==> src/iox_cfg.svh <==
// Constants of the eight-bit I/O expander: command codes, reset values,
// status register offsets and fields, and the filter and bus timing counts.
// Assumes it is included by its bare name; the guard allows repeated inclusion.
`ifndef IOX_CFG_SVH
`define IOX_CFG_SVH

// ----------------------------------------------------------------------------
// Serial command bytes and register reset values
// ----------------------------------------------------------------------------
`define IOX_CMD_INPUT    8'h00
`define IOX_CMD_OUTPUT   8'h01
`define IOX_CMD_POLARITY 8'h02
`define IOX_CMD_CONFIG   8'h03
`define IOX_OUTPUT_RST   8'hFF
`define IOX_POLARITY_RST 8'h00
`define IOX_CONFIG_RST   8'hFF
`define IOX_ADDR_HI      4'h4

// ----------------------------------------------------------------------------
// Timing
// ----------------------------------------------------------------------------
`define IOX_PCLK_MHZ     250
`define IOX_SPIKE_NS     50
`define IOX_SPIKE_CYC    (((`IOX_SPIKE_NS * `IOX_PCLK_MHZ) + 999) / 1000)
`define IOX_SCL_MAX_KHZ  400
`define IOX_SCL_HALF_NS  (1000000 / (2 * `IOX_SCL_MAX_KHZ))
`define IOX_SCL_HALF_CYC ((`IOX_SCL_HALF_NS * `IOX_PCLK_MHZ) / 1000)

// ----------------------------------------------------------------------------
// Status registers on the APB side
// ----------------------------------------------------------------------------
`define CSR_CTRL         12'h000
`define CSR_STATUS       12'h004
`define CSR_MASK         12'h008
`define CSR_STATE        12'h00C
`define CTRL_SOFT_POR    0
`define EV_PIN_CHANGE    0
`define EV_REG_WRITE     1
`define EV_WIDTH         2

`endif

==> src/iox_pkg.sv <==
// Types shared by the I/O expander modules.
// Assumes nothing of its surroundings.
`default_nettype none

package iox_pkg;
   typedef enum logic [2:0] {ST_IDLE, ST_RX, ST_ACK, ST_TX, ST_RACK} i2c_state_t;
   typedef enum logic [1:0] {RX_ADDR, RX_CMD, RX_DATA} rx_kind_t;

   typedef struct packed {
      logic [7:0] out_val;
      logic [7:0] pol;
      logic [7:0] dir;
   } port_regs_t;

   typedef struct packed {
      logic [11:0] paddr;
      logic        psel;
      logic        penable;
      logic        pwrite;
      logic [31:0] pwdata;
   } apb_req_t;

   typedef struct packed {
      logic [31:0] prdata;
      logic        pready;
      logic        pslverr;
   } apb_rsp_t;
endpackage

`default_nettype wire

==> src/noise_filter.sv <==
// Spike filter for one serial bus line.
// Assumes the raw line is already synchronous to pclk.
`include "iox_cfg.svh"
`default_nettype none

module noise_filter
   import iox_pkg::*;
#(
   parameter int unsigned SPIKE_CYC = `IOX_SPIKE_CYC
) (
   input  wire logic pclk,
   input  wire logic presetn,
   input  wire logic raw_in,
   output var  logic clean_q
);
   localparam int unsigned CW = $clog2(SPIKE_CYC + 1);

   logic [CW-1:0] cnt_q;

   if (SPIKE_CYC < 1) begin : g_bad_spike
      $error("noise_filter needs a spike length of at least one cycle");
   end

   // ------------------------------------------------------------------------
   // Filter
   // ------------------------------------------------------------------------
   // A level must persist for the full length before the output follows it.
   always_ff @(posedge pclk or negedge presetn) begin
      if (!presetn) begin
         cnt_q   <= '0;
         clean_q <= 1'b1;
      end else if (raw_in == clean_q) begin
         cnt_q <= '0;
      end else if (cnt_q == CW'(SPIKE_CYC - 1)) begin
         clean_q <= raw_in;
         cnt_q   <= '0;
      end else begin
         cnt_q <= cnt_q + 1'b1;
      end
   end
endmodule // noise_filter

`default_nettype wire

==> src/apb_csr.sv <==
// APB slave holding control, sticky event status, mask and a state view.
// Assumes a zero-wait APB master on pclk; events are one-cycle pulses.
`include "iox_cfg.svh"
`default_nettype none

module apb_csr
   import iox_pkg::*;
(
   input  wire logic                 pclk,
   input  wire logic                 presetn,
   input  wire apb_req_t             req,
   input  wire logic [`EV_WIDTH-1:0] events,
   input  wire logic [31:0]          state_word,
   output apb_rsp_t                  rsp,
   output var  logic                 soft_por_q,
   output logic                      irq
);
   logic [`EV_WIDTH-1:0] status_q;
   logic [`EV_WIDTH-1:0] mask_q;
   logic [`EV_WIDTH-1:0] clr;
   logic [31:0]          prdata_q;
   logic                 pslverr_q;
   logic                 setup;
   logic                 wr;

   function automatic logic mapped(input logic [11:0] a);
      return a == `CSR_CTRL || a == `CSR_STATUS || a == `CSR_MASK || a == `CSR_STATE;
   endfunction

   assign setup = req.psel && !req.penable;
   assign wr    = req.psel && req.penable && req.pwrite && mapped(req.paddr);
   assign clr   = (wr && req.paddr == `CSR_STATUS) ? req.pwdata[`EV_WIDTH-1:0] : '0;

   // ------------------------------------------------------------------------
   // Registers
   // ------------------------------------------------------------------------
   // A new event wins over a clear written in the same cycle.
   always_ff @(posedge pclk or negedge presetn) begin
      if (!presetn) begin
         status_q <= '0;
      end else begin
         status_q <= (status_q & ~clr) | events;
      end
   end

   always_ff @(posedge pclk or negedge presetn) begin
      if (!presetn) begin
         mask_q <= '0;
      end else if (wr && req.paddr == `CSR_MASK) begin
         mask_q <= req.pwdata[`EV_WIDTH-1:0];
      end
   end

   always_ff @(posedge pclk or negedge presetn) begin
      if (!presetn) begin
         soft_por_q <= 1'b0;
      end else begin
         soft_por_q <= wr && req.paddr == `CSR_CTRL && req.pwdata[`CTRL_SOFT_POR];
      end
   end

   // Read data is fetched in the setup cycle so the access phase needs no wait.
   always_ff @(posedge pclk or negedge presetn) begin
      if (!presetn) begin
         prdata_q  <= 32'h0000_0000;
         pslverr_q <= 1'b0;
      end else if (setup) begin
         pslverr_q <= !mapped(req.paddr);
         case (req.paddr)
            `CSR_STATUS: prdata_q <= {{(32-`EV_WIDTH){1'b0}}, status_q};
            `CSR_MASK:   prdata_q <= {{(32-`EV_WIDTH){1'b0}}, mask_q};
            `CSR_STATE:  prdata_q <= state_word;
            default:     prdata_q <= 32'h0000_0000;
         endcase
      end
   end

   assign rsp = '{prdata: prdata_q, pready: 1'b1, pslverr: pslverr_q};
   assign irq = |(status_q & mask_q);

endmodule // apb_csr

`default_nettype wire

==> src/i2c_io_expander.sv <==
// Eight-bit I/O expander behind a serial two-wire target, with an APB view.
// Assumes scl_in, sda_in and port_in are synchronous to pclk; bit 0 of the
// port is port_pin_zero and bit 7 is port_pin_seven.
//
// Summary of operation
// - After reset every port pin is an input and drives nothing.
// - Direction bits written by the master make each pin input or output.
// - Input register samples pins; output register holds driven values until rewritten.
// - Polarity bits invert the reported input register bits pin by pin.
// - Every register returns its current contents on a master read.
// - Power-on reset restores register defaults and idles the bus machine.
// - Interrupt asserts while any input pin differs from the captured input value.
// - Interrupt output is open drain, pulled low while active.
// - Three strap inputs complete the bus address match, eight devices per bus.
// - Serial interface works up to fast mode; master stays within it.
// - Short spikes on clock and data are filtered before the bus machine.
`include "iox_cfg.svh"
`default_nettype none

module i2c_io_expander
   import iox_pkg::*;
#(
   parameter int unsigned SPIKE_CYC = `IOX_SPIKE_CYC,
   parameter logic [3:0]  ADDR_HI   = `IOX_ADDR_HI
) (
   input  wire logic        pclk,
   input  wire logic        presetn,
   input  wire logic [11:0] paddr,
   input  wire logic        psel,
   input  wire logic        penable,
   input  wire logic        pwrite,
   input  wire logic [31:0] pwdata,
   output logic      [31:0] prdata,
   output logic             pready,
   output logic             pslverr,
   output logic             irq,
   input  wire logic        scl_in,
   input  wire logic        sda_in,
   output logic             sda_out,
   output logic             sda_oe_n,
   input  wire logic [2:0]  addr_strap,
   input  wire logic [7:0]  port_in,
   output logic      [7:0]  port_out,
   output logic      [7:0]  port_oe_n,
   output logic             int_out,
   output logic             int_oe_n
);
   i2c_state_t   st_q;
   rx_kind_t     kind_q;
   port_regs_t   regs_q;
   apb_rsp_t     rsp;
   apb_req_t     apb_req;
   logic [3:0]   cnt_q;
   logic [7:0]   shreg_q;
   logic [7:0]   tx_sh_q;
   logic [7:0]   cmd_q;
   logic [7:0]   in_q;
   logic [7:0]   snap_q;
   logic [7:0]   rd_byte;
   logic [7:0]   diff;
   logic         rw_q;
   logic         drive_q;
   logic         nack_q;
   logic         snap_ok_q;
   logic         int_act_q;
   logic         scl_f;
   logic         sda_f;
   logic         scl_p_q;
   logic         sda_p_q;
   logic         scl_rise;
   logic         scl_fall;
   logic         start_c;
   logic         stop_c;
   logic         addr_hit;
   logic         wr_stb;
   logic         ld_stb;
   logic         soft_por;

   // Spikes must stay well inside an SCL half period at the fastest rate.
   if (SPIKE_CYC < 1 || SPIKE_CYC >= `IOX_SCL_HALF_CYC / 4) begin : g_bad_rate
      $error("i2c_io_expander spike length cannot serve a fast mode bus");
   end

   function automatic logic [7:0] read_reg(input logic [7:0] cmd, input port_regs_t r,
                                           input logic [7:0] pins);
      case (cmd)
         `IOX_CMD_INPUT:    return pins ^ r.pol;
         `IOX_CMD_OUTPUT:   return r.out_val;
         `IOX_CMD_POLARITY: return r.pol;
         `IOX_CMD_CONFIG:   return r.dir;
         default:           return 8'h00;
      endcase
   endfunction

   // ------------------------------------------------------------------------
   // Line conditioning and bus conditions
   // ------------------------------------------------------------------------
   noise_filter #(.SPIKE_CYC(SPIKE_CYC)) u_scl_filt (
      .pclk    (pclk),
      .presetn (presetn),
      .raw_in  (scl_in),
      .clean_q (scl_f)
   );

   noise_filter #(.SPIKE_CYC(SPIKE_CYC)) u_sda_filt (
      .pclk    (pclk),
      .presetn (presetn),
      .raw_in  (sda_in),
      .clean_q (sda_f)
   );

   always_ff @(posedge pclk or negedge presetn) begin
      if (!presetn) begin
         scl_p_q <= 1'b1;
         sda_p_q <= 1'b1;
      end else begin
         scl_p_q <= scl_f;
         sda_p_q <= sda_f;
      end
   end

   assign scl_rise = scl_f && !scl_p_q;
   assign scl_fall = !scl_f && scl_p_q;
   assign start_c  = scl_f && scl_p_q && sda_p_q && !sda_f;
   assign stop_c   = scl_f && scl_p_q && !sda_p_q && sda_f;
   assign addr_hit = shreg_q[7:1] == {ADDR_HI, addr_strap};
   assign rd_byte  = read_reg(cmd_q, regs_q, in_q);
   assign wr_stb   = st_q == ST_RX && kind_q == RX_DATA && scl_fall && cnt_q == 4'd8 && !soft_por;
   assign ld_stb   = scl_fall && !soft_por &&
                     ((st_q == ST_ACK && kind_q == RX_ADDR && rw_q) || (st_q == ST_RACK && !nack_q));

   // ------------------------------------------------------------------------
   // Bus state machine
   // ------------------------------------------------------------------------
   always_ff @(posedge pclk or negedge presetn) begin
      if (!presetn) begin
         st_q    <= ST_IDLE;
         kind_q  <= RX_ADDR;
         cnt_q   <= 4'h0;
         rw_q    <= 1'b0;
         shreg_q <= 8'h00;
         tx_sh_q <= 8'h00;
         drive_q <= 1'b0;
         nack_q  <= 1'b0;
      end else if (soft_por || stop_c) begin
         st_q    <= ST_IDLE;
         drive_q <= 1'b0;
      end else if (start_c) begin
         st_q    <= ST_RX;
         kind_q  <= RX_ADDR;
         cnt_q   <= 4'h0;
         drive_q <= 1'b0;
      end else begin
         case (st_q)
            ST_IDLE: begin
               drive_q <= 1'b0;
            end
            ST_RX: begin
               if (scl_rise && cnt_q != 4'd8) begin
                  shreg_q <= {shreg_q[6:0], sda_f};
                  cnt_q   <= cnt_q + 4'd1;
               end else if (scl_fall && cnt_q == 4'd8) begin
                  if (kind_q == RX_ADDR && !addr_hit) begin
                     st_q <= ST_IDLE;
                  end else begin
                     st_q    <= ST_ACK;
                     drive_q <= 1'b1;
                     if (kind_q == RX_ADDR) begin
                        rw_q <= shreg_q[0];
                     end
                  end
               end
            end
            ST_ACK: begin
               if (scl_fall && kind_q == RX_ADDR && rw_q) begin
                  st_q    <= ST_TX;
                  tx_sh_q <= rd_byte;
                  drive_q <= ~rd_byte[7];
                  cnt_q   <= 4'h0;
               end else if (scl_fall) begin
                  st_q    <= ST_RX;
                  drive_q <= 1'b0;
                  cnt_q   <= 4'h0;
                  kind_q  <= (kind_q == RX_ADDR) ? RX_CMD : RX_DATA;
               end
            end
            ST_TX: begin
               if (scl_fall && cnt_q == 4'd7) begin
                  st_q    <= ST_RACK;
                  drive_q <= 1'b0;
               end else if (scl_fall) begin
                  tx_sh_q <= {tx_sh_q[6:0], 1'b0};
                  drive_q <= ~tx_sh_q[6];
                  cnt_q   <= cnt_q + 4'd1;
               end
            end
            ST_RACK: begin
               if (scl_rise) begin
                  nack_q <= sda_f;
               end else if (scl_fall && nack_q) begin
                  st_q <= ST_IDLE;
               end else if (scl_fall) begin
                  st_q    <= ST_TX;
                  tx_sh_q <= rd_byte;
                  drive_q <= ~rd_byte[7];
                  cnt_q   <= 4'h0;
               end
            end
            default: begin
               st_q <= ST_IDLE;
            end
         endcase
      end
   end

   always_ff @(posedge pclk or negedge presetn) begin
      if (!presetn) begin
         cmd_q <= `IOX_CMD_INPUT;
      end else if (soft_por) begin
         cmd_q <= `IOX_CMD_INPUT;
      end else if (st_q == ST_RX && kind_q == RX_CMD && scl_fall && cnt_q == 4'd8) begin
         cmd_q <= shreg_q;
      end
   end

   // ------------------------------------------------------------------------
   // Port registers
   // ------------------------------------------------------------------------
   // Repeated data bytes rewrite the same register; the pointer never moves.
   always_ff @(posedge pclk or negedge presetn) begin
      if (!presetn) begin
         regs_q <= '{out_val: `IOX_OUTPUT_RST, pol: `IOX_POLARITY_RST, dir: `IOX_CONFIG_RST};
      end else if (soft_por) begin
         regs_q <= '{out_val: `IOX_OUTPUT_RST, pol: `IOX_POLARITY_RST, dir: `IOX_CONFIG_RST};
      end else if (wr_stb) begin
         case (cmd_q)
            `IOX_CMD_OUTPUT:   regs_q.out_val <= shreg_q;
            `IOX_CMD_POLARITY: regs_q.pol     <= shreg_q;
            `IOX_CMD_CONFIG:   regs_q.dir     <= shreg_q;
            default:           regs_q         <= regs_q;
         endcase
      end
   end

   always_ff @(posedge pclk or negedge presetn) begin
      if (!presetn) begin
         in_q <= 8'h00;
      end else begin
         in_q <= port_in;
      end
   end

   assign port_out  = regs_q.out_val;
   assign port_oe_n = regs_q.dir;
   assign sda_out   = 1'b0;
   assign sda_oe_n  = ~drive_q;

   // ------------------------------------------------------------------------
   // Change interrupt
   // ------------------------------------------------------------------------
   // The reference is primed from the pins after reset, so an idle port raises nothing.
   always_ff @(posedge pclk or negedge presetn) begin
      if (!presetn) begin
         snap_q    <= 8'h00;
         snap_ok_q <= 1'b0;
      end else if (soft_por) begin
         snap_ok_q <= 1'b0;
      end else if (!snap_ok_q) begin
         snap_q    <= port_in;
         snap_ok_q <= 1'b1;
      end else if (ld_stb && cmd_q == `IOX_CMD_INPUT) begin
         snap_q <= in_q;
      end
   end

   assign diff = (in_q ^ snap_q) & regs_q.dir;

   always_ff @(posedge pclk or negedge presetn) begin
      if (!presetn) begin
         int_act_q <= 1'b0;
      end else begin
         int_act_q <= snap_ok_q && !soft_por && |diff;
      end
   end

   assign int_out  = 1'b0;
   assign int_oe_n = ~int_act_q;

   // ------------------------------------------------------------------------
   // APB status view
   // ------------------------------------------------------------------------
   assign apb_req = '{paddr: paddr, psel: psel, penable: penable, pwrite: pwrite, pwdata: pwdata};

   apb_csr u_csr (
      .pclk       (pclk),
      .presetn    (presetn),
      .req        (apb_req),
      .events     ({wr_stb, snap_ok_q && !soft_por && |diff && !int_act_q}),
      .state_word ({5'h00, addr_strap, regs_q.dir, regs_q.out_val, in_q}),
      .rsp        (rsp),
      .soft_por_q (soft_por),
      .irq        (irq)
   );

   assign prdata  = rsp.prdata;
   assign pready  = rsp.pready;
   assign pslverr = rsp.pslverr;
endmodule // i2c_io_expander

`default_nettype wire

==> config.mk <==
export PLATFORM = sky130hd
export DESIGN_NAME = i2c_io_expander
export DESIGN_NICKNAME = d
export VERILOG_FILES = /design/src/iox_pkg.sv /design/src/noise_filter.sv /design/src/apb_csr.sv /design/src/i2c_io_expander.sv
export VERILOG_INCLUDE_DIRS = /design/src /design/src/src
export SDC_FILE = /design/constraint.sdc
export NUM_CORES = 1
export LEC_CHECK = 0
export ABC_AREA = 1
export BUFFER_PORTS_ARGS = -buffer_cell sky130_fd_sc_hd__buf_4
export CORE_MARGIN = 2
export CORE_UTILIZATION = 55
export CTS_CLUSTER_DIAMETER = 150
export CTS_CLUSTER_SIZE = 30
export DETAILED_ROUTE_END_ITERATION = 10
export PLACE_DENSITY = 0.79
export SLEW_MARGIN = 10
export SYNTH_ARGS = -nofsm -noshare
export SYNTH_HDL_FRONTEND = slang
export SYNTH_SLANG_ARGS = --single-unit
==> constraint.sdc <==
create_clock -name pclk -period 4.76 [get_ports pclk]
set_input_delay 0 -clock pclk [delete_from_list [all_inputs] [get_ports pclk]]
set_output_delay 0 -clock pclk [all_outputs]
set_load 0.01 [all_outputs]
* After elaboration in Yosys (flattened, before gate mapping)
Cells that the tools add are included. W data, S select, Z words.
Word-level totals: register bits 127, bits of input ports 62, output and inout port bits 55, word-level logic and storage cells 238
Cells by class: add/subtract/negate cells 3, equality and inequality tests 44, multiplexer cells 63, bitwise operators 18, reduce and logical (&&, ||, !) cells 83
Operators with widths (number):
- $pmux W27 S3 | 1
- $mux W8 | 7
- $mux W24 | 2
- $mux W4 | 12
- $mux W7 | 6
- $logic_and A1 B1 Y1 | 38
- $pmux W8 S4 | 1
- $mux W3 | 10
- $eq A12 B4 Y1 const B | 2
- $ne A4 B4 Y1 const B | 6
- $pmux W7 S3 | 1
- $reduce_and A7 Y1 | 3
- $ne A3 B3 Y1 const B | 6
- $reduce_and A9 Y1 | 2
- $eq A8 B2 Y1 const B | 2
- $pmux W4 S4 | 1
- $xor A8 B8 Y8 | 2
- $pmux W3 S5 | 1
- $mux W2 | 7
- $reduce_bool A2 Y1 | 7
- $mux W1 | 13
- $add A4 B1 Y4 const B | 3
- $eq A12 B3 Y1 const B | 1
- $eq A4 B4 Y1 const B | 3
- other kinds (33) | 74

* Longest topological paths before layout
Gate-level depths: netlist of the first run.
depth in word-level cells 10, mapped depth 13, depth with buffers taken out 13

* Modules after synthesis
Synthesis of the first run repeated with hierarchy kept, for this count alone.
Unflattened totals: cells, all modules 849, area total of the unflattened synthesis 6775.2 µm²
Modules (own cells, without submodules):
- i2c_io_expander | times used 1, cells each 593, area each 4450.5 µm², seq. area each 1999.4 µm²
- apb_csr | times used 1, cells each 200, area each 1819.2 µm², seq. area each 950.9 µm²
- noise_filter | times used 2, cells each 28, area each 252.7 µm², seq. area each 126.4 µm²

* Worst setup path after synthesis of the first run
No wires, ideal clock.
path kind flip-flop to flip-flop, start register cnt_q[0], end register regs_q[12] (netlist bit), setup time 0.121 ns, arrival time 1.503 ns, required time 4.639 ns, path slack 3.136 ns, cell stages (with the launch flop) 12, path buffers 0, period minus slack after synthesis 1.624 ns, cell sequence dfrtp_1 -> inv_1 -> ha_1 -> nand2_1 -> nor2_1 -> nand2_1 -> inv_2 -> nand4_4 -> o21ai_4 -> inv_2 -> nand2_1 -> o21ai_1
On the way: word-level cells in the longest chain between the ends 5
RTL lines:
- start: declaration | line i2c_io_expander.sv:53 | logic [3:0] cnt_q;
- start signal: assignment | line i2c_io_expander.sv:161 | cnt_q <= cnt_q + 4'd1;
- start signal: assignment | line i2c_io_expander.sv:194 | cnt_q <= cnt_q + 4'd1;
- $eq A4 B4 Y1 | line i2c_io_expander.sv:128 | assign wr_stb = st_q == ST_RX && kind_q == RX_DATA && scl_fall && cnt_q == 4'd8 && !soft_por;
- $logic_and A1 B1 Y1 (2 in a row) | line i2c_io_expander.sv:128
- $reduce_bool A2 Y1 (no line)
- $reduce_and A2 Y1 (no line)
- end signal: assignment | line i2c_io_expander.sv:232 | regs_q <= '{out_val: `IOX_OUTPUT_RST, pol: `IOX_POLARITY_RST, dir: `IOX_CONFIG_RST};
- end signal: assignment | line i2c_io_expander.sv:234 | regs_q <= '{out_val: `IOX_OUTPUT_RST, pol: `IOX_POLARITY_RST, dir: `IOX_CONFIG_RST};
- end signal: assignment | line i2c_io_expander.sv:240 | default: regs_q <= regs_q;
- end: declaration | line i2c_io_expander.sv:50 | port_regs_t regs_q;
Every way passes these cells. A chain may end at the register's enable or synchronous reset.

* Worst setup path in the final report of the first run
start input port paddr[3], end register u_csr.soft_por_q
On the way: word-level cells in the longest chain between the ends 7, elaborated cells between the ends (all ways) 10, classes of those cells eq/ne: 3; reduce/logical: 7
RTL lines:
- start: declaration | line i2c_io_expander.sv:28 | input wire logic [11:0] paddr,
- $eq A12 B3 Y1 (no line) / $logic_not A12 Y1 (equally long branches)
- $logic_or A1 B1 Y1 (no line) (3 in a row)
- $logic_and A1 B1 Y1 | line apb_csr.sv:31 | assign wr = req.psel && req.penable && req.pwrite && mapped(req.paddr);
- $logic_and A1 B1 Y1 (no line) *
- $logic_and A1 B1 Y1 * | line apb_csr.sv:58 | soft_por_q <= wr && req.paddr == `CSR_CTRL && req.pwdata[`CTRL_SOFT_POR];
- end signal: assignment | line apb_csr.sv:58
- end: declaration | line apb_csr.sv:15 | output var logic soft_por_q,
Every way passes the cells marked *; elsewhere a longest branch is shown, timed or not.

==> results by group, run 1 <==
Yosys
  • Fraction of registers with async set/reset: 100%
  • Flops & latches, synth: 122
  • Post-synth top flop: dfrtp_1
  • Cells after synthesis: 780
  • Number of synthesized flops with an enable pin: 0
  • Synthesized area: 0.00635 mm²
  • Synth Warn #: 0
  • Distinct cell type count after synthesis: 38
  • Syn_area_per_cell: 8.14 µm²
  • Seq/Total Area, Yosys: 48.5%

CTS
  • Post-CTS setup repair buffer count: 0
  • Hold_buf cts: 23
  • Clk sinks: 122
  • Clk slew on worst S/H paths: 0.06 ns
  • CTS resizes: 0
  • CTS tree: built
  • Root Driver: clkbuf_16
  • Htree depth: 4
  • Clock buffer depth: 2
  • Number of CTS-inserted buffers: 17
  • Worst-skew pair later-pin latency: 0.41 ns

Worst setup path
  • Startpoint types: input pin
  • CP required: 5.11 ns
  • WP data arrival: 2.70 ns
  • Worst-path fanout max: 3
  • Most frequent CP cell: dlygate4sd3_1
  • R2r setup slk: 2.56 ns
  • Critical Path Max Stage Delay: 0.58 ns
  • Crit-path slowest cell: dlygate4sd3_1
  • CP bufs+invs: 5
  • Crit path max-delay family: buffers and inverters
  • Worst setup EP type: flop
  • Crit-path cells: dlygate4sd3_1 -> buf_4 -> nor2_1 -> dlygate4sd3_1 -> nand3_1 -> dlygate4sd3_1 -> nor2_1 -> dlygate4sd3_1
  • Crit path kind: input pin to flop

Run
  • Number of max-cap violations: 0

GRT
  • Total grt overflow: 0
  • First-pass GRT wire length: 25,100 µm
  • Pin count of the biggest net entering global routing: 76
  • Number of global-route vias before repair: 5,220
  • Antenna violations before repair: 0
  • GR Util All Layers: 25.0%

STA
  • Slew Viols, Final: 0
  • Hold_ws: 0.0721 ns
  • RSZ-0062 raised after global routing: no
  • Final period utilization: 49.4%
  • Min cycle time layout: 2.35 ns
  • Setup Viol. Count Final: 0
  • Max Clk Rate: 425 MHz
  • Worst Skew: 0.00685 ns
  • Setup TNS Final: 0 ns
  • Slew HR: 37.7%
  • Worst-Margin Slew: 0.934 ns
  • Fin. Hold Viols: 0

Run status
  • Status: finished clean

Placement
  • Dpl cell area: 0.00688 mm²
  • IO buf count: 78
  • DP Wirelength: 10,600 µm
  • RePlAce Congestion: 0.888

Floorplanning
  • Die Wd: 111 µm
  • Die area: 0.0124 mm²
  • Io pins: 117
  • Initial Util: 56.1%
  • Std cell rows: 39
  • Std-Cell Core Area: 0.0113 mm²
  • Die Ht: 111 µm

Cells and area
  • Area grow syn2layout: 21.1%
  • Nets: 936
  • Antenna Cells: 0
  • Final Util: 67.9%
  • Layout cell share with drive strength beyond 1: 19.3%
  • Design area: 0.00769 mm²

Power and ir drop
  • PwrDens: 398 mW/mm²
  • Tot Pwr: 3.06 mW
  • Leak Pwr: 3.89 nW
  • Max VDD drop: 0.237 mV

Drt
  • Final WL: 15,100 µm
  • Drt pass-1 iters: 5
  • Post-route DRC: 0
  • Routed via count: 5,394
  • Vias per cell: 5.27
  • Antenna-violating nets left: 0
  • DR WL/cell: 14.7 µm
  • Initial DRC Count: 554

Worst hold path
  • Hold Path Class: input pin to flop
[metal layers]
metal,up-vias,share of wire (%),routed length (µm),track usage (%)
met3,34,5.7,866,5.33
met4,0,2.3,344,10.0
met2,172,47,7170,39.8
met5,-,0,0,0
li1,2653,-,-,-
met1,2535,44,6720,33.9
[cells by family (layout without fill, tap and decap cells)]
family	after synthesis	after routing	synth area share, %
simple gates	357	357	24.0
buf+inv	136	231	10.1
compound gates	129	129	12.1
flops	122	122	48.5
xor+xnor	18	18	2.48
mux	10	10	1.58
fa+ha+maj	6	6	1.18
other cells	2	8	0.118
[path summary, 6_finish.rpt]
path / start / end / cells past startpoint
max: paddr[3] / u_csr.soft_por_q / 8
min: paddr[2] / u_csr.mask_q[1] / 5
max reg2reg: u_csr.soft_por_q / tx_sh_q[6] / 9
min reg2reg: u_sda_filt.clean_q / sda_p_q / 0
max in group asynchronous: presetn / u_csr.status_q[0] / 3
min in group asynchronous: presetn / u_scl_filt.cnt_q[2] / 2
[area by class of cell]
cell class	count	area [µm²]
Inverter	95	359
Fill cell	876	3630
Sequential cell	122	3080
Clock buffer	21	460
Multi-Input combinational cell	528	2650
Timing Repair Buffer	104	838
Clock inverter	11	119
Tap cell	143	179
[cell usage in the layout (no fill, tap or decap), types with 12 or more instances in the layout]
cell           synthesis  routed
a21oi_1               19      19
buf_4                 24      81
clkbuf_16              0      17
dfrtp_1              102     102
dfstp_2               20      20
dlygate4sd3_1          0      23
inv_1                 86      86
nand2_1              188     188
nand3_1               53      53
nor2_1                83      83
o21ai_0               50      50
o21ai_1               25      25
o31ai_1               16      16
xor2_1                12      12
[cell usage after synthesis, types with 8 or more instances]
| master | instances | area share [%] |
|---|---|---|
| nand4_1 | 8 | 0.79 |
| buf_4 | 24 | 2.8 |
| dfstp_2 | 20 | 8.3 |
| nand2_1 | 188 | 11 |
| o31ai_1 | 16 | 1.9 |
| inv_1 | 86 | 5.1 |
| nand3_1 | 53 | 4.2 |
| xor2_1 | 12 | 1.7 |
| o21ai_1 | 25 | 2.0 |
| o21ai_0 | 50 | 3.9 |
| o21ai_2 | 8 | 1.1 |
| clkbuf_1 | 8 | 0.47 |
| dfrtp_1 | 102 | 40 |
| nor2_1 | 83 | 4.9 |
| mux2i_1 | 10 | 1.6 |
| a21oi_1 | 19 | 1.5 |
[metrics by stage]
| stage | setup slack (ns) | std cells |
|---|---|---|
| after floorplan | 3.14 | 786 |
| after CTS | 2.48 | 1024 |
| final | 2.41 | 1024 |
| after global placement | 2.64 | 969 |
| after detailed placement | 2.62 | 969 |
| after global routing | 2.37 | 1024 |
[sequential cells by signal, summed over array words and instances, names as in the netlist, 7 cells and up]
signal          count
u_csr.prdata_q     27
cmd_q               8
in_q                8
port_oe_n           8
port_out            8
regs_q              8
shreg_q             8
snap_q              8
tx_sh_q             7
[where the power goes]
group | internal [mW] | total [mW] | leakage, nW | switching [mW]
combinational | 0.196 | 0.518 | 2.06 | 0.322
clock | 0.797 | 1.25 | 0.287 | 0.457
sequential | 1.17 | 1.28 | 1.54 | 0.115
[worst min-delay path: cells and delay by family]
kind / cells / cell delay, ns
mux: 1 / 0.09
simple gates: 2 / 0.21
buf+inv: 2 / 0.15
Note: power is estimated with default switching activity, not from simulation.
==> run 2, diff against run 1 <==
==> constraint.sdc (replaced) <==
create_clock -name pclk -period 2.4 [get_ports pclk]
set_input_delay 0 -clock pclk [delete_from_list [all_inputs] [get_ports pclk]]
set_output_delay 0 -clock pclk [all_outputs]
set_load 0.01 [all_outputs]
==> results by group, run 2 (synthesis gave the netlist of run 1 again) <==
Worst setup path
  • Reg-to-reg endpoint: port_oe_n[2]
  • R2r setup slk: 0.42 ns
  • CP required: 2.68 ns
  • Startpoint types: input pin
  • Worst reg2reg path startpoint: cnt_q[0]
  • Crit path kind: input pin to flop
  • Worst-path fanout max: 15
  • Worst setup EP type: flop
  • WP data arrival: 2.37 ns
  • Register-to-Register Path Depth: 10

Power and ir drop
  • PwrDens: 806 mW/mm²
  • Clock share of power: 42.7%
  • Max VDD drop: 0.695 mV
  • Flop pwr share: 40.7%
  • Net Switching: 1.77 mW
  • P_int: 4.51 mW
  • Sw Ratio: 28.2%
  • Leak Pwr: 3.94 nW
  • Comb pwr share: 16.6%

Cells and area
  • Layout cell share with drive strength beyond 1: 19.8%
  • Largest reg by FF count: u_csr.prdata_q
  • Nets: 940
  • Most frequent cells in the layout: 188 x nand2_1, 102 x dfrtp_1, 85 x inv_1
  • Most common cell after layout, fill and taps aside: nand2_1
  • Design area: 0.00778 mm²
  • Area of the multi-input gates: 0.00266 mm²
  • Antenna Cells: 0
  • Area grow syn2layout: 22.6%
  • Fillers: 858
  • Max reg flops: 27
  • Seq. cell area: 0.00308 mm²

CTS
  • Clk sinks: 122
  • Htree depth: 4
  • Clock buffer depth: 2
  • Clk slew on worst S/H paths: 0.06 ns
  • Worst-skew pair later-pin latency: 0.42 ns
  • CTS tree: built
  • Number of CTS-inserted buffers: 17
  • Root Driver: clkbuf_16

STA
  • Min cycle time layout: 2.09 ns
  • RSZ-0062 raised after global routing: no
  • Setup Viol. Count Final: 0
  • Worst-Margin Slew: 1.14 ns
  • Slew Viols, Final: 0
  • Slew HR: 23.8%
  • Max Clk Rate: 479 MHz
  • Worst Skew: 0.00853 ns
  • Setup TNS Final: 0 ns
  • Final period utilization: 87.0%
  • Fin. Hold Viols: 0

GRT
  • GR peak layer: met2
  • Met1 Use GR: 34.6%
  • GR Util All Layers: 26.8%
  • First-pass GRT wire length: 26,400 µm
  • Antenna violations before repair: 0
  • Number of global-route vias before repair: 5,395
  • GR met2 Demand/Resource: 42.5%
  • Total grt overflow: 0
  • Pin count of the biggest net entering global routing: 78
  • Grt met3 use: 7.73%

Worst hold path
  • Worst hold stages: 5
  • Min-delay src: paddr[2]
  • Hold Path Class: input pin to flop
  • WHS Endpoint: u_csr.mask_q[0]

Run status
  • Status: finished clean

Drt
  • Antenna-violating nets left: 0
  • Initial DRC Count: 656
  • Vias per cell: 5.41
  • Routed via count: 5,563
  • Post-route DRC: 0
  • Drt pass-1 iters: 5
  • DR WL/cell: 15.5 µm
  • Final WL: 16,000 µm

Floorplanning
  • Io pins: 117
  • Die Wd: 111 µm
  • Std cell rows: 39
  • Die area: 0.0124 mm²
  • Std-Cell Core Area: 0.0113 mm²
  • Initial Util: 56.1%
  • Die Ht: 111 µm

Placement
  • DP Wirelength: 11,100 µm
  • RePlAce Congestion: 0.903
  • Dpl cell area: 0.00692 mm²
  • IO buf count: 78

Run
  • Number of max-cap violations: 0
[run 2: changes by cell type in the layout (fill, tap and decap cells not counted), sizes merged]
cell      delta
clkinvlp     -1
bufinv       +1
inv          -3
clkbuf       +4
clkinv       -1
buf          +4
[run 2: through the flow]
step	cells	hold WS (ns)	setup WS (ns)	total power, mW	utilization (%)
global placement	973	-0.164	0.526	3.52	61.1
finish	1028	0.0860	0.313	6.27	68.8
floorplan	786	-0.296	0.776	3.26	-
CTS	1029	0.0200	0.120	6.28	68.8
global route	1028	0.0951	0.135	6.57	68.8
detailed placement	973	-0.163	0.465	3.57	61.1
[run 2: area by class of cell]
class                      instances  share of cell area, %
sequential                       122                   39.5
multi-input combinational        528                   34.2
timing repair buffer             108                   11.3
clock buffer                      25                   6.62
inverter                          95                   4.61
tap                              143                   2.30
clock inverter                     7                   1.41
[run 2: timing repair]
| action | 4_1_cts | 5_1_grt |
|---|---|---|
| endpoints found under the setup margin | 0 | 1 |
| hold buffers | 24 | 0 |
| buffers inserted | 0 | 0 |
| endpoints found under the hold margin | 132 | 0 |
| gates resized for setup | 0 | 2 |
[run 2: worst max-delay path by stage]
| stage | startpoint | endpoint | slack [ns] |
|---|---|---|---|
| after floorplan | cnt_q[0] | regs_q[12] | 0.78 |
| after global placement | cnt_q[0] | port_out[7] | 0.53 |
| after detailed placement | cnt_q[0] | port_out[5] | 0.47 |
| after CTS | paddr[3] | u_csr.soft_por_q | 0.12 |
| after global routing | cnt_q[0] | cmd_q[6] | 0.14 |
| final | paddr[0] | u_csr.prdata_q[22] | 0.31 |
[run 2: worst max-delay path, cell delays in order]
cell           delay (ns)
dlygate4sd3_1        0.56
buf_4                0.15
nor2_1               0.29
inv_1                0.11
nor2_1               0.10
and2_1               0.48
inv_1                0.35
o31ai_1              0.32
[run 2: routing by layer]
metal / vias up / routed length (µm)
li1: 2667 / -
met1: 2618 / 6740
met2: 236 / 7600
met3: 42 / 1180
met4: 0 / 467
met5: - / 0
[run 2: power by group through the flow]
stage	Clock, mW	Combinational [mW]	Sequential [mW]
2_1_floorplan	0	0.742	2.52
3_3_place_gp	0	0.960	2.56
3_5_place_dp	0	0.997	2.57
4_1_cts	2.70	1.04	2.55
5_1_grt	2.80	1.20	2.58
6_report	2.68	1.04	2.55
==> run 3, diff against run 2 <==
--- a/config.mk
+++ b/config.mk
@@ -8,12 +8,15 @@
 export LEC_CHECK = 0
 export ABC_AREA = 1
 export BUFFER_PORTS_ARGS = -buffer_cell sky130_fd_sc_hd__buf_4
+export CELL_PAD_IN_SITES_DETAIL_PLACEMENT = 1
+export CELL_PAD_IN_SITES_GLOBAL_PLACEMENT = 1
 export CORE_MARGIN = 2
-export CORE_UTILIZATION = 55
+export CORE_UTILIZATION = 41
 export CTS_CLUSTER_DIAMETER = 150
 export CTS_CLUSTER_SIZE = 30
 export DETAILED_ROUTE_END_ITERATION = 10
-export PLACE_DENSITY = 0.79
+export MAX_ROUTING_LAYER = met4
+export PLACE_DENSITY_LB_ADDON = 0.1
 export SLEW_MARGIN = 10
 export SYNTH_ARGS = -nofsm -noshare
 export SYNTH_HDL_FRONTEND = slang
==> results by group, run 3 (synthesis gave the netlist of run 1 again) <==
Run status
  • Status: finished clean

CTS
  • Number of CTS-inserted buffers: 17
  • Root Driver: clkbuf_16
  • Worst-skew pair later-pin latency: 0.42 ns
  • Clk slew on worst S/H paths: 0.06 ns
  • Clk sinks: 122
  • CTS tree: built
  • Htree depth: 4
  • Clock buffer depth: 2

STA
  • Max Clk Rate: 474 MHz
  • Slew Viols, Final: 0
  • Setup Viol. Count Final: 0
  • Min cycle time layout: 2.11 ns
  • Final period utilization: 87.8%
  • Setup TNS Final: 0 ns
  • Fin. Hold Viols: 0
  • Worst-Margin Slew: 0.992 ns
  • Hold_ws: 0.0324 ns
  • RSZ-0062 raised after global routing: no
  • Worst Skew: 0.00595 ns
  • Slew HR: 33.9%

GRT
  • Total grt overflow: 0
  • First-pass GRT wire length: 29,500 µm
  • Antenna violations before repair: 0
  • GR Util All Layers: 23.6%
  • Pin count of the biggest net entering global routing: 77
  • Number of global-route vias before repair: 5,708

Power and ir drop
  • Max VDD drop: 0.476 mV
  • Leak Pwr: 3.92 nW
  • PwrDens: 790 mW/mm²
  • Tot Pwr: 6.17 mW

Drt
  • Final WL: 17,800 µm
  • Vias per cell: 5.08
  • Antenna-violating nets left: 0
  • Initial DRC Count: 281
  • Routed via count: 5,473
  • Post-route DRC: 0
  • DR WL/cell: 16.5 µm
  • Drt pass-1 iters: 4

Cells and area
  • Most frequent cells in the layout: 188 x nand2_1, 102 x dfrtp_1, 90 x buf_4
  • Largest reg by FF count: u_csr.prdata_q
  • Final Util: 51.6%
  • Most common cell after layout, fill and taps aside: nand2_1
  • Area grow syn2layout: 23.0%
  • Layout cell share with drive strength beyond 1: 20.5%
  • Max reg flops: 27
  • Antenna Cells: 0
  • Nets: 944

Worst setup path
  • CP required: 2.74 ns
  • Worst-path fanout max: 16
  • WP data arrival: 2.45 ns
  • Crit path kind: flop to flop
  • Worst setup EP type: flop
  • Startpoint types: flop

Floorplanning
  • Std cell rows: 45
  • Die Wd: 128 µm
  • Std-Cell Core Area: 0.0151 mm²
  • Initial Util: 41.9%
  • Die area: 0.0165 mm²
  • Io pins: 117
  • Die Ht: 128 µm

Placement
  • RePlAce Congestion: 0.925
  • IO buf count: 78
  • DP Wirelength: 13,100 µm

Run
  • Number of max-cap violations: 0

Worst hold path
  • Hold Path Class: input pin to flop
run 3: cell types whose count changed in the layout (fill, tap and decap cells not counted), moves of 2 or more:
cell	delta
inv_6	+2
clkinv_4	+3
buf_4	+6
clkinvlp_4	+4
clkbuf_8	-5
clkinv_2	-2
run 3: final cells by class:
class                   instances  area [µm²]
flip-flops and latches        122        3080
inverters                      95         359
clock buffers                  19         443
repair buffers                112         896
multi-input cells             528        2660
fillers                      1845        7330
clock inverters                13         144
well taps                     188         235
run 3: critical path, cell delays in order, from the launching register on:
cell     delay (ns)
dfrtp_1        0.41
inv_1          0.10
ha_1           0.16
nand2_1        0.05
nor2_1         0.22
nand2_1        0.14
inv_2          0.10
nand4_4        0.16
o21ai_4        0.46
nor2_1         0.10
a21oi_1        0.15
run 3: through the flow:
stage,std cells,area [µm²],setup WS (ns)
5_1_grt,1077,7810,0.104
4_1_cts,1078,7820,0.110
3_3_place_gp,1023,7000,0.432
6_report,1077,7810,0.292
3_5_place_dp,1023,7000,0.353
2_1_floorplan,786,6370,0.776
run 3: worst paths after layout:
check,from,to,slack (ns),depth (start not counted)
hold / removal,paddr[1],u_csr.prdata_q[1],0.03,6
setup reg to reg,cnt_q[0],port_out[4],0.29,10
max in group asynchronous,presetn,snap_q[1],1.30,3
min in group asynchronous,presetn,cnt_q[0],0.27,2
setup / recovery,cnt_q[0],port_out[4],0.29,10
hold reg to reg,u_sda_filt.clean_q,sda_p_q,0.40,0
run 3: per-layer routing:
layer  global-route usage (%)  part of all wire (%)
met1                     31.7                    48
met2                     37.5                    48
met3                     3.74                   3.3
met4                     6.01                  0.92
met5                        -                     0
run 3: repair_timing:
item / CTS / global route
hold buffers: 23 / 0
hold endpoints to repair: 83 / 0
setup buffers: 0 / 0
gates resized for setup: 0 / 1
setup endpoints to repair: 0 / 1
run 3: where the power goes:
| group | total (mW) | switching, mW | internal (mW) |
|---|---|---|---|
| combinational | 1.06 | 0.659 | 0.406 |
| clock | 2.55 | 0.991 | 1.56 |
| sequential | 2.55 | 0.234 | 2.32 |
| total | 6.17 | 1.88 | 4.29 |
